## src/inc/fcsm_pkg.sv

```systemverilog
// shared codes, types and reset values of the flash command state machine
`default_nettype none
package fcsm_pkg;

  // bus and command widths
  localparam int DATA_W = 16;
  localparam int CODE_W = 8;

  // command byte values seen on the low data lane
  localparam logic [CODE_W-1:0] CODE_READ_ARRAY  = 8'hFF;
  localparam logic [CODE_W-1:0] CODE_PROG_SETUP  = 8'h40;
  localparam logic [CODE_W-1:0] CODE_PROG_ALT    = 8'h10;
  localparam logic [CODE_W-1:0] CODE_ERASE_SETUP = 8'h20;
  localparam logic [CODE_W-1:0] CODE_CONFIRM     = 8'hD0;
  localparam logic [CODE_W-1:0] CODE_SUSPEND     = 8'hB0;
  localparam logic [CODE_W-1:0] CODE_READ_STATUS = 8'h70;
  localparam logic [CODE_W-1:0] CODE_CLR_STATUS  = 8'h50;
  localparam logic [CODE_W-1:0] CODE_READ_CONFIG = 8'h90;
  localparam logic [CODE_W-1:0] CODE_READ_QUERY  = 8'h98;
  localparam logic [CODE_W-1:0] CODE_LOCK_SETUP  = 8'h60;
  localparam logic [CODE_W-1:0] CODE_PROT_SETUP  = 8'hC0;
  localparam logic [CODE_W-1:0] CODE_LOCK_CONF   = 8'h01;
  localparam logic [CODE_W-1:0] CODE_LOCKDN_CONF = 8'h2F;

  // decoded command classes
  typedef enum logic [3:0] {
    CMD_RD_ARRAY, CMD_PG_SETUP, CMD_ER_SETUP, CMD_CONFIRM, CMD_SUSPEND,
    CMD_RD_STATUS, CMD_CLR_STATUS, CMD_RD_CONFIG, CMD_RD_QUERY,
    CMD_LK_SETUP, CMD_PR_SETUP, CMD_LK_CONF, CMD_LKDN_CONF, CMD_OTHER
  } fcsm_cmd_t;

  // what a bus read returns
  typedef enum logic [1:0] {
    SRC_ARRAY, SRC_STATUS, SRC_CONFIG, SRC_QUERY
  } fcsm_src_t;

  // write state machine states
  typedef enum logic [4:0] {
    ST_RD_ARRAY, ST_RD_STATUS, ST_RD_CONFIG, ST_RD_QUERY,
    ST_LK_SETUP, ST_LK_ERR, ST_LK_DONE,
    ST_PR_SETUP, ST_PR_BUSY, ST_PR_DONE,
    ST_PG_SETUP, ST_PG_BUSY, ST_PG_DONE,
    ST_PS_STATUS, ST_PS_ARRAY, ST_PS_CONFIG, ST_PS_QUERY,
    ST_ER_SETUP, ST_ER_ERR, ST_ER_BUSY, ST_ER_DONE,
    ST_ES_STATUS, ST_ES_ARRAY, ST_ES_CONFIG, ST_ES_QUERY,
    ST_ES_LOCK, ST_EP_SETUP, ST_EP_BUSY
  } fcsm_state_t;

  // one-cycle requests to the array algorithm
  typedef struct packed {
    logic prog_go;
    logic erase_go;
    logic susp_go;
    logic resume_go;
    logic lock_go;
    logic prot_go;
    logic clr_go;
  } fcsm_ctl_t;

  // complete state of the machine
  typedef struct packed {
    fcsm_state_t      st;
    fcsm_src_t        src;
    logic             ready;
    logic             prog_susp;
    logic             erase_susp;
    fcsm_ctl_t        ctl;
    logic [DATA_W-1:0] wdata;
  } fcsm_regs_t;

  // reset values
  localparam fcsm_ctl_t         CTL_NONE  = '0;
  localparam logic [DATA_W-1:0] WDATA_RST = 16'h0000;

endpackage
`default_nettype wire

```

## src/hw/fcsm_top.sv

```systemverilog
// command-decoding write state machine of a boot-block nor flash
`timescale 1ns/1ps
`default_nettype none
// Contract
// byte codes select read, program, erase, suspend
// idle: 90 config, 98 query, 60 lock
// programming: busy status, only suspend acts
// program suspended status: ready, d0 resumes
// program suspended array: config, query, status
// program done: ready, decode like idle
// erase setup: only d0 starts erase
// erase error state decodes like idle
// erasing: busy status, only suspend acts
// erase suspended: ready, program, lock allowed
// erase suspended: lock codes to array
// erase suspended array: status, config, query
// write after program setup is data
// host polls ready before new commands
// array read after reset release
module fcsm_top
  import fcsm_pkg::*;
(
  input  wire logic              mclk,              // 125 mhz core clock
  input  wire logic              sys_rst,           // async reset, high
  input  wire logic              wr_stb,            // one bus write taken
  input  wire logic [DATA_W-1:0] wr_data,           // written word
  input  wire logic              op_done,           // algorithm finished
  output fcsm_src_t              read_src,          // what reads return
  output logic                   machine_ready_bit, // status ready flag
  output logic                   prog_suspended,    // program is parked
  output logic                   erase_suspended,   // erase is parked
  output fcsm_ctl_t              ctl,               // request pulses
  output logic [DATA_W-1:0]      op_data            // program data / code
);

  fcsm_regs_t r_reg;   // registered state
  fcsm_regs_t r_next;  // next state
  fcsm_cmd_t  cmd;     // class of the written byte

  // byte classifier
  fcsm_cmd_decode u_dec (
    .code (wr_data[CODE_W-1:0]),
    .cmd  (cmd)
  );

  // next state from any idle or completed state
  function automatic fcsm_state_t idle_next(input fcsm_cmd_t c);
    unique case (c)
      CMD_PG_SETUP:  idle_next = ST_PG_SETUP;
      CMD_ER_SETUP:  idle_next = ST_ER_SETUP;
      CMD_RD_STATUS: idle_next = ST_RD_STATUS;
      CMD_RD_CONFIG: idle_next = ST_RD_CONFIG;
      CMD_RD_QUERY:  idle_next = ST_RD_QUERY;
      CMD_LK_SETUP:  idle_next = ST_LK_SETUP;
      CMD_PR_SETUP:  idle_next = ST_PR_SETUP;
      // ff, 50, b0, d0, 01, 2f and unknown bytes
      default:       idle_next = ST_RD_ARRAY;
    endcase
  endfunction

  // decode while program is suspended
  function automatic fcsm_state_t psus_next(input fcsm_cmd_t c);
    unique case (c)
      CMD_CONFIRM:   psus_next = ST_PG_BUSY;
      CMD_RD_STATUS: psus_next = ST_PS_STATUS;
      CMD_RD_CONFIG: psus_next = ST_PS_CONFIG;
      CMD_RD_QUERY:  psus_next = ST_PS_QUERY;
      default:       psus_next = ST_PS_ARRAY;
    endcase
  endfunction

  // decode while erase is suspended
  function automatic fcsm_state_t esus_next(input fcsm_cmd_t c);
    unique case (c)
      CMD_CONFIRM:   esus_next = ST_ER_BUSY;
      CMD_PG_SETUP:  esus_next = ST_EP_SETUP;
      CMD_LK_SETUP:  esus_next = ST_ES_LOCK;
      CMD_RD_STATUS: esus_next = ST_ES_STATUS;
      CMD_RD_CONFIG: esus_next = ST_ES_CONFIG;
      CMD_RD_QUERY:  esus_next = ST_ES_QUERY;
      // ff, 20, 50, b0, c0, 01, 2f fall back to array
      default:       esus_next = ST_ES_ARRAY;
    endcase
  endfunction

  // read source belonging to a state
  function automatic fcsm_src_t src_of(input fcsm_state_t s);
    unique case (s)
      ST_RD_ARRAY, ST_PS_ARRAY, ST_ES_ARRAY:    src_of = SRC_ARRAY;
      ST_RD_CONFIG, ST_PS_CONFIG, ST_ES_CONFIG: src_of = SRC_CONFIG;
      ST_RD_QUERY, ST_PS_QUERY, ST_ES_QUERY:    src_of = SRC_QUERY;
      default:                                  src_of = SRC_STATUS;
    endcase
  endfunction

  // ready flag is low only while the algorithm runs
  function automatic logic ready_of(input fcsm_state_t s);
    ready_of = !(s inside {ST_PG_BUSY, ST_ER_BUSY, ST_PR_BUSY, ST_EP_BUSY});
  endfunction

  // next-state logic
  always_comb begin
    r_next     = r_reg;
    r_next.ctl = CTL_NONE;
    unique case (r_reg.st)
      // idle reads and completed operations
      ST_RD_ARRAY, ST_RD_STATUS, ST_RD_CONFIG, ST_RD_QUERY,
      ST_LK_ERR, ST_LK_DONE, ST_PR_DONE, ST_PG_DONE,
      ST_ER_ERR, ST_ER_DONE: begin
        if (wr_stb) begin
          r_next.st         = idle_next(cmd);
          r_next.ctl.clr_go = (cmd == CMD_CLR_STATUS);
        end
      end
      // lock setup: confirm codes lock, others error
      ST_LK_SETUP: begin
        if (wr_stb) begin
          if (cmd inside {CMD_LK_CONF, CMD_LKDN_CONF, CMD_CONFIRM}) begin
            r_next.st          = ST_LK_DONE;
            r_next.ctl.lock_go = 1'b1;
            r_next.wdata       = wr_data;
          end else begin
            r_next.st = ST_LK_ERR;
          end
        end
      end
      // lock setup during erase suspend returns to suspend status
      ST_ES_LOCK: begin
        if (wr_stb) begin
          r_next.st          = ST_ES_STATUS;
          r_next.ctl.lock_go = (cmd inside {CMD_LK_CONF, CMD_LKDN_CONF, CMD_CONFIRM});
          r_next.wdata       = wr_data;
        end
      end
      // protection register data word
      ST_PR_SETUP: begin
        if (wr_stb) begin
          r_next.st          = ST_PR_BUSY;
          r_next.ctl.prot_go = 1'b1;
          r_next.wdata       = wr_data;
        end
      end
      // protection programming ignores all writes
      ST_PR_BUSY: begin
        if (op_done) begin
          r_next.st = ST_PR_DONE;
        end
      end
      // any next write is the program data
      ST_PG_SETUP, ST_EP_SETUP: begin
        if (wr_stb) begin
          r_next.st          = (r_reg.st == ST_PG_SETUP) ? ST_PG_BUSY : ST_EP_BUSY;
          r_next.ctl.prog_go = 1'b1;
          r_next.wdata       = wr_data;
        end
      end
      // programming: completion wins over a same-cycle suspend
      ST_PG_BUSY: begin
        if (op_done) begin
          r_next.st = ST_PG_DONE;
        end else if (wr_stb && cmd == CMD_SUSPEND) begin
          r_next.st          = ST_PS_STATUS;
          r_next.ctl.susp_go = 1'b1;
        end
      end
      // program nested in erase suspend, not suspendable
      ST_EP_BUSY: begin
        if (op_done) begin
          r_next.st = ST_ES_STATUS;
        end
      end
      // program suspended reads
      ST_PS_STATUS, ST_PS_ARRAY, ST_PS_CONFIG, ST_PS_QUERY: begin
        if (wr_stb) begin
          r_next.st            = psus_next(cmd);
          r_next.ctl.resume_go = (cmd == CMD_CONFIRM);
          r_next.ctl.clr_go    = (cmd == CMD_CLR_STATUS);
        end
      end
      // erase setup: only confirm starts
      ST_ER_SETUP: begin
        if (wr_stb) begin
          if (cmd == CMD_CONFIRM) begin
            r_next.st           = ST_ER_BUSY;
            r_next.ctl.erase_go = 1'b1;
          end else begin
            r_next.st = ST_ER_ERR;
          end
        end
      end
      // erasing: completion wins over a same-cycle suspend
      ST_ER_BUSY: begin
        if (op_done) begin
          r_next.st = ST_ER_DONE;
        end else if (wr_stb && cmd == CMD_SUSPEND) begin
          r_next.st          = ST_ES_STATUS;
          r_next.ctl.susp_go = 1'b1;
        end
      end
      // erase suspended reads
      ST_ES_STATUS, ST_ES_ARRAY, ST_ES_CONFIG, ST_ES_QUERY: begin
        if (wr_stb) begin
          r_next.st            = esus_next(cmd);
          r_next.ctl.resume_go = (cmd == CMD_CONFIRM);
          r_next.ctl.clr_go    = (cmd == CMD_CLR_STATUS);
        end
      end
    endcase
    // outputs follow the next state so they line up with it
    r_next.src        = src_of(r_next.st);
    r_next.ready      = ready_of(r_next.st);
    r_next.prog_susp  = r_next.st inside {ST_PS_STATUS, ST_PS_ARRAY,
                                          ST_PS_CONFIG, ST_PS_QUERY};
    r_next.erase_susp = r_next.st inside {ST_ES_STATUS, ST_ES_ARRAY, ST_ES_CONFIG,
                                          ST_ES_QUERY, ST_ES_LOCK, ST_EP_SETUP,
                                          ST_EP_BUSY};
  end

  // state register, array read after reset
  always_ff @(posedge mclk or posedge sys_rst) begin
    if (sys_rst) begin
      r_reg.st         <= ST_RD_ARRAY;
      r_reg.src        <= SRC_ARRAY;
      r_reg.ready      <= 1'b1;
      r_reg.prog_susp  <= 1'b0;
      r_reg.erase_susp <= 1'b0;
      r_reg.ctl        <= CTL_NONE;
      r_reg.wdata      <= WDATA_RST;
    end else begin
      r_reg <= r_next;
    end
  end

  // output drive, all from flops
  assign read_src          = r_reg.src;
  assign machine_ready_bit = r_reg.ready;
  assign prog_suspended    = r_reg.prog_susp;
  assign erase_suspended   = r_reg.erase_susp;
  assign ctl               = r_reg.ctl;
  assign op_data           = r_reg.wdata;

  // helper: current state is an idle read, program done, erase error or erase done
  logic idle_st;
  assign idle_st = r_reg.st inside {ST_RD_ARRAY, ST_RD_STATUS, ST_RD_CONFIG,
                                    ST_RD_QUERY, ST_PG_DONE, ST_ER_ERR, ST_ER_DONE};
endmodule
`default_nettype wire

```

## src/hw/fcsm_cmd_decode.sv

```systemverilog
// maps a written command byte onto its command class
`timescale 1ns/1ps
`default_nettype none
module fcsm_cmd_decode
  import fcsm_pkg::*;
(
  input  wire logic [CODE_W-1:0] code,
  output fcsm_cmd_t              cmd
);

  // pure lookup, unknown bytes fall into a catch-all class
  always_comb begin
    unique case (code)
      CODE_READ_ARRAY:                cmd = CMD_RD_ARRAY;
      CODE_PROG_SETUP, CODE_PROG_ALT: cmd = CMD_PG_SETUP;
      CODE_ERASE_SETUP:               cmd = CMD_ER_SETUP;
      CODE_CONFIRM:                   cmd = CMD_CONFIRM;
      CODE_SUSPEND:                   cmd = CMD_SUSPEND;
      CODE_READ_STATUS:               cmd = CMD_RD_STATUS;
      CODE_CLR_STATUS:                cmd = CMD_CLR_STATUS;
      CODE_READ_CONFIG:               cmd = CMD_RD_CONFIG;
      CODE_READ_QUERY:                cmd = CMD_RD_QUERY;
      CODE_LOCK_SETUP:                cmd = CMD_LK_SETUP;
      CODE_PROT_SETUP:                cmd = CMD_PR_SETUP;
      CODE_LOCK_CONF:                 cmd = CMD_LK_CONF;
      CODE_LOCKDN_CONF:               cmd = CMD_LKDN_CONF;
      default:                        cmd = CMD_OTHER;
    endcase
  end

endmodule
`default_nettype wire

```

## config.mk

```make
export PLATFORM = sky130hd
export DESIGN_NAME = fcsm_top
export DESIGN_NICKNAME = d
export VERILOG_FILES = /design/src/inc/fcsm_pkg.sv /design/src/hw/fcsm_top.sv /design/src/hw/fcsm_cmd_decode.sv
export SDC_FILE = /design/constraint.sdc
export NUM_CORES = 1
export LEC_CHECK = 0
export ABC_AREA = 1
export BUFFER_PORTS_ARGS = -buffer_cell sky130_fd_sc_hd__buf_2
export CAP_MARGIN = 40
export CORE_MARGIN = 5
export CORE_UTILIZATION = 40
export DETAILED_ROUTE_END_ITERATION = 6
export HOLD_SLACK_MARGIN = 0.03
export PLACE_DENSITY = 0.62
export SYNTH_ARGS = -nofsm -noshare
export SYNTH_HDL_FRONTEND = slang
export SYNTH_SLANG_ARGS = --single-unit
```

## constraint.sdc

```tcl
create_clock -name mclk -period 2.3 [get_ports mclk]
set_input_delay 0.345 -clock mclk [delete_from_list [all_inputs] [get_ports mclk]]
set_output_delay 0.345 -clock mclk [all_outputs]
set_load 0.1 [all_outputs]
```

==> results of run 1 <==
cells by family (layout without fill, tap and decap cells):
| family | after synthesis | in the layout | synth area share (%) |
|---|---|---|---|
| buffers and inverters | 75 | 110 | 15.0 |
| muxes | 8 | 8 | 3.52 |
| AOI/OAI and AO/OA | 33 | 33 | 8.11 |
| DFF | 33 | 33 | 32.3 |
| and+or+nand+nor | 244 | 244 | 41.1 |
where the power goes:
part | switching [uW] | total (uW) | internal (uW)
Sequential | 132 | 933 | 801
Combinational | 2340 | 3030 | 694
Clock | 212 | 421 | 210
Total | 2680 | 4390 | 1710
layout make-up:
type                       instances  area [sq um]  area share [%]
timing repair buffer              58           318            11.2
sequential                        33           830            29.1
clock buffer                       6          72.6            2.55
tap                               77          96.3            3.38
clock inverter                     2          10.0           0.351
inverter                          44           165            5.80
multi-input combinational        285          1360            47.7
critical path: cells and delay by family (launching register included):
kind / cells / cell delay, ps
and+or+nand+nor: 10 / 1140
DFF: 1 / 430
AOI/OAI and AO/OA: 1 / 60
buffers and inverters: 3 / 360
metrics by stage:
stage | instances | cell area [sq um] | total power [uW] | TNS [ps] | hold slack [ps]
4_1_cts | 505 | 2840 | 4400 | 0 | 145
3_3_place_gp | 497 | 2760 | 3950 | 0 | 450
6_report | 505 | 2850 | 4390 | 0 | 139
3_5_place_dp | 497 | 2760 | 3960 | 0 | 455
2_1_floorplan | 393 | 2560 | 3620 | 0 | 454
5_1_grt | 505 | 2850 | 4720 | -0.199 | 192
routing by layer:
layer  vias up  GRT usage [%]
li1       1296              -
met1      1143           22.8
met2        91           25.1
met3        20           2.75
met4         0           8.06
met5         -              0
Yosys cell counts (5+ instances only):
library cell / number
nand2_1: 118
nor2_2: 7
o21ai_1: 5
o21ai_0: 13
nand3_1: 32
inv_1: 36
buf_4: 26
inv_2: 7
mux2_2: 6
nor2_1: 63
dfrtp_1: 32
a21oi_1: 6
nand2_2: 6
nand4_1: 9
path summary, 6_finish.rpt:
check,startpoint,to,slack (ps),cells after the start
max,r_reg[28]$_DFF_PP0_,prog_suspended$_DFF_PP0_,200,14
min,sys_rst,r_reg[28]$_DFF_PP0_,140,3
max reg2reg,r_reg[28]$_DFF_PP0_,prog_suspended$_DFF_PP0_,200,14
min reg2reg,op_data[7]$_DFFE_PP0P_,op_data[7]$_DFFE_PP0P_,480,2
max in group asynchronous,sys_rst,machine_ready_bit$_DFF_PP1_,1840,3
min in group mclk,wr_data[11],op_data[11]$_DFFE_PP0P_,290,2
timing repair:
item | 4_1_cts | 5_1_grt
endpoints found under the setup margin | 0 | 5
gates resized for setup | 0 | 5
hold buffers | 0 | 0
==> results.yml, run 1 <==
outcome:
  run_status: "finished clean"
layout:
  final_common_cell: "nand2_1"
  syn_to_final_growth_pct: 11.2
  mostFrequentLayoutCells: "nand2_1, nor2_1, buf_2"
  diodes: 0
  nFillCells: 661
  post-route-util_pct: 45.4
  drive_above_1_share_pct: 24.3
  layout.nets: 447
  largest_reg_flops: 16
place:
  dp_slack_ps: 59.0
  gp_congestion: 0.989
  dp_hpwl_um: 5470
  io_buffers: 47
logic_synthesis:
  synth.distinct_cells: 32
  synth_largest_area_cell: "dfrtp_1"
  syn_nets: 413
  synth-main-ff-cell: "dfrtp_1"
  synthesis.area_sq_um: 2560
  async_reset_ff_share_pct: 100
  yosysTopAreaCellShare_pct: 31.3
  ys_seq_area_share_pct: 32.3
  synth-warning-count: 0
  yosys-top-cells-area: "dfrtp_1, nand2_1, nor2_1"
  synth-seq-cells: 33
  synth_cells: 393
  synth-edff-count: 0
  avgSynthCellArea_sq_um: 6.52
hold_path:
  hold_path.class: "input port to asynchronous set/reset pin"
power_and_ir_drop:
  power.density_nw_per_um2: 1540
  irDropWorstVdd_v: 0.000948
  power_leakage_uw: 0.00163
critical_path:
  crit_top_cell: "nand2_1"
  cpMaxStageDelayCell: "dfrtp_1"
  cp_cell_sequence: "inv_1 -> nand2_1 -> nand2_1 -> nand2_1 -> nand2_2 -> nand2_1 -> nor2_2 -> nand2_4 -> inv_2 -> nand2_1 -> nand3_1 -> inv_1 -> nand2_1 -> o21ai_1"
  required_ps: 2460
  critical-path-max-stage-delay_ps: 430
  cp-start-kind: "flip-flop"
  worst-path-max-fanout: 8
  cp.arrival_ps: 2260
  crit_type: "flip-flop to flip-flop"
  cp-end-kind: "flip-flop"
clock_network:
  cts_inserted_buffers: 5
  worstSkewPairLatency_ps: 280
  cts_tree: "done"
  postCtsSetupBuffers: 0
  clock-sinks: 33
  clk_pin_slew_ps: 70
  cts_max_level: 2
  cts.path.max_buffers: 2
  root_buffer: "clkbuf_8"
detailed_routing:
  top_layer_used: "met4"
  drc_errors: 0
  dr.pass1.iters: 4
  antenna_left: 0
  num_vias: 2550
  drt-vias-per-instance: 5.05
  route.final.wire_length_um: 6730
  drt-initial-drc-count: 216
  wl_met1_um: 3170
  wl_met3_um: 451
  wl_met2_um: 2870
  wire_per_inst_um: 13.3
floorplan:
  core_area_sq_um: 6280
  die_x_um: 90.0
  start_util_pct: 40.8
  ios: 48
  dieArea_sq_um: 8100
  fp.dieH_um: 90.0
  fp-row-count: 29
grt:
  globalRouteTotalUtil_pct: 16.6
  grt_overflow: 0
  grt_max_degree: 34
  antenna_found_initial: 0
  grt_pass1_vias: 2442
  grt_pass1_wl_um: 11300
timing:
  max_slew_margin_pct: 54.2
  worst_slew_pin_slew_ps: 687
  skew_ps: 9.64
  finalSetupViolations: 0
  finalCritPeriodShare_pct: 91.5
  worst_slack_ps: 196
  hold_viol_final: 0
  max_freq_ghz: 0.475
  maxSlewViolCount: 0
  post-route-min-period_ps: 2100
flow_run:
  maxCapViolations: 0
No activity file was read; power rests on OpenSTA's default activity.
==> run 2: changes to the inputs <==
Settings changed: CTS_CLUSTER_DIAMETER set to 30, PLACE_DENSITY 0.62 to 0.64.
Clock period 2.3 ns to 2.39 ns, I/O delays scaled along.
==> results.yml, run 2 (synthesized netlist as in run 1, its figures left out) <==
grt:
  grt_pass1_wl_um: 11400
  grt_overflow: 0
  globalRouteTotalUtil_pct: 16.6
  grt_pass1_vias: 2448
  grt_max_degree: 34
  antenna_found_initial: 0
layout:
  diodes: 0
  syn_to_final_growth_pct: 12.1
  drive_above_1_share_pct: 22.8
  post-route-util_pct: 45.7
  fin_area_sq_um: 2870
  stdcell_count: 503
  largest_reg_flops: 16
  layout.nets: 445
  mostFrequentLayoutCells: "nand2_1, nor2_1, buf_2"
  final_common_cell: "nand2_1"
power_and_ir_drop:
  power_leakage_uw: 0.00164
  power.density_nw_per_um2: 1520
  irDropWorstVdd_v: 0.000961
detailed_routing:
  drt-initial-drc-count: 390
  num_vias: 2630
  drt-vias-per-instance: 5.23
  drc_errors: 0
  antenna_left: 0
  dr.pass1.iters: 6
  wire_per_inst_um: 13.4
  route.final.wire_length_um: 6720
timing:
  hold_viol_final: 0
  maxSlewViolCount: 0
  finalSetupViolations: 0
  max_slew_margin_pct: 67.3
  worst_slew_pin_slew_ps: 494
  fin_tns_setup_ps: 0
  post-route-min-period_ps: 2260
  rsz0062_at_grt: "no"
  hold_slack_ps: 161
  finalCritPeriodShare_pct: 94.4
  skew_ps: 8.20
  max_freq_ghz: 0.443
critical_path:
  cp-end-kind: "flip-flop"
  cp_cell_sequence: "nor2_1 -> nand3_1 -> nand3_2 -> nor2_2 -> nand2_4 -> inv_2 -> nand2_2 -> nand4_4 -> a21oi_2 -> nand2_1 -> a21oi_1"
  worst-path-max-fanout: 7
  cp-start-kind: "flip-flop"
  required_ps: 2570
  cpMaxStageDelayCell: "dfrtp_1"
  crit_type: "flip-flop to flip-flop"
  cp.arrival_ps: 2440
  critical-path-max-stage-delay_ps: 480
flow_run:
  maxCapViolations: 0
clock_network:
  cts_max_level: 2
  root_buffer: "clkbuf_8"
  cts_inserted_buffers: 5
  cts.path.max_buffers: 2
  clk_pin_slew_ps: 70
  worstSkewPairLatency_ps: 280
  postCtsSetupBuffers: 0
  cts_tree: "done"
  postCtsHoldBufs: 0
  clock-sinks: 33
  cts_resized: 0
floorplan:
  dieArea_sq_um: 8100
  ios: 48
  fp.dieH_um: 90.0
  fp-row-count: 29
  core_area_sq_um: 6280
  start_util_pct: 40.8
  die_x_um: 90.0
place:
  dp_hpwl_um: 5300
  gp_congestion: 0.982
  post_dp_cell_area_sq_um: 2750
  post-place-cells: 495
  io_buffers: 47
outcome:
  run_status: "finished clean"
hold_path:
  hold_path.class: "input port to asynchronous set/reset pin"
## run 2: stage by stage
| stage | setup WS [ps] | total power (uW) |
|---|---|---|
| finish | 133 | 4370 |
| global route | 13.1 | 4660 |
| CTS | 239 | 4380 |
| detailed placement | 254 | 3820 |
| global placement | 275 | 3820 |
| floorplan | 585 | 3480 |
## run 2: critical path: cells and delay by family, from the launching register on
family / cells / cell delay [ps]
compound gates: 2 / 400
buf+inv: 1 / 60
flops: 1 / 480
simple gates: 8 / 1220
## run 2: worst paths after layout
| check | from | end | slack, ps | cells after the start |
|---|---|---|---|---|
| worst max register to register | r_reg[29]$_DFF_PP0_ | erase_suspended$_DFF_PP0_ | 130 | 11 |
| worst max-delay path | r_reg[29]$_DFF_PP0_ | erase_suspended$_DFF_PP0_ | 130 | 11 |
| worst min register to register | op_data[7]$_DFFE_PP0P_ | op_data[7]$_DFFE_PP0P_ | 480 | 2 |
| worst min-delay path | sys_rst | r_reg[30]$_DFF_PP0_ | 160 | 3 |
| min in group mclk | wr_data[10] | op_data[10]$_DFFE_PP0P_ | 290 | 2 |
| max in group asynchronous | sys_rst | machine_ready_bit$_DFF_PP1_ | 1900 | 3 |
## run 2: cell type report
type | count | area (sq um)
Clock buffer | 7 | 86.3
Inverter | 44 | 165
Clock inverter | 1 | 30.0
Multi-Input combinational cell | 285 | 1350
Fill cell | 659 | 3410
Sequential cell | 33 | 827
Tap cell | 77 | 96.3
Timing Repair Buffer | 56 | 315
## run 2: layer usage
layer  track usage [%]  wire length [um]  vias up
met1              23.0              3020     1167
met4              7.07               177        0
met3              3.59               666       16
met5                 0                 0        -
li1                  -                 -     1296
met2              24.9              2860      151
## run 2: report_power, final
group | leakage (uW) | internal, uW | switching, uW
clock network | 0.0000585 | 340 | 198
logic | 0.00116 | 684 | 2250
registers | 0.000421 | 768 | 131
total | 0.00164 | 1790 | 2570
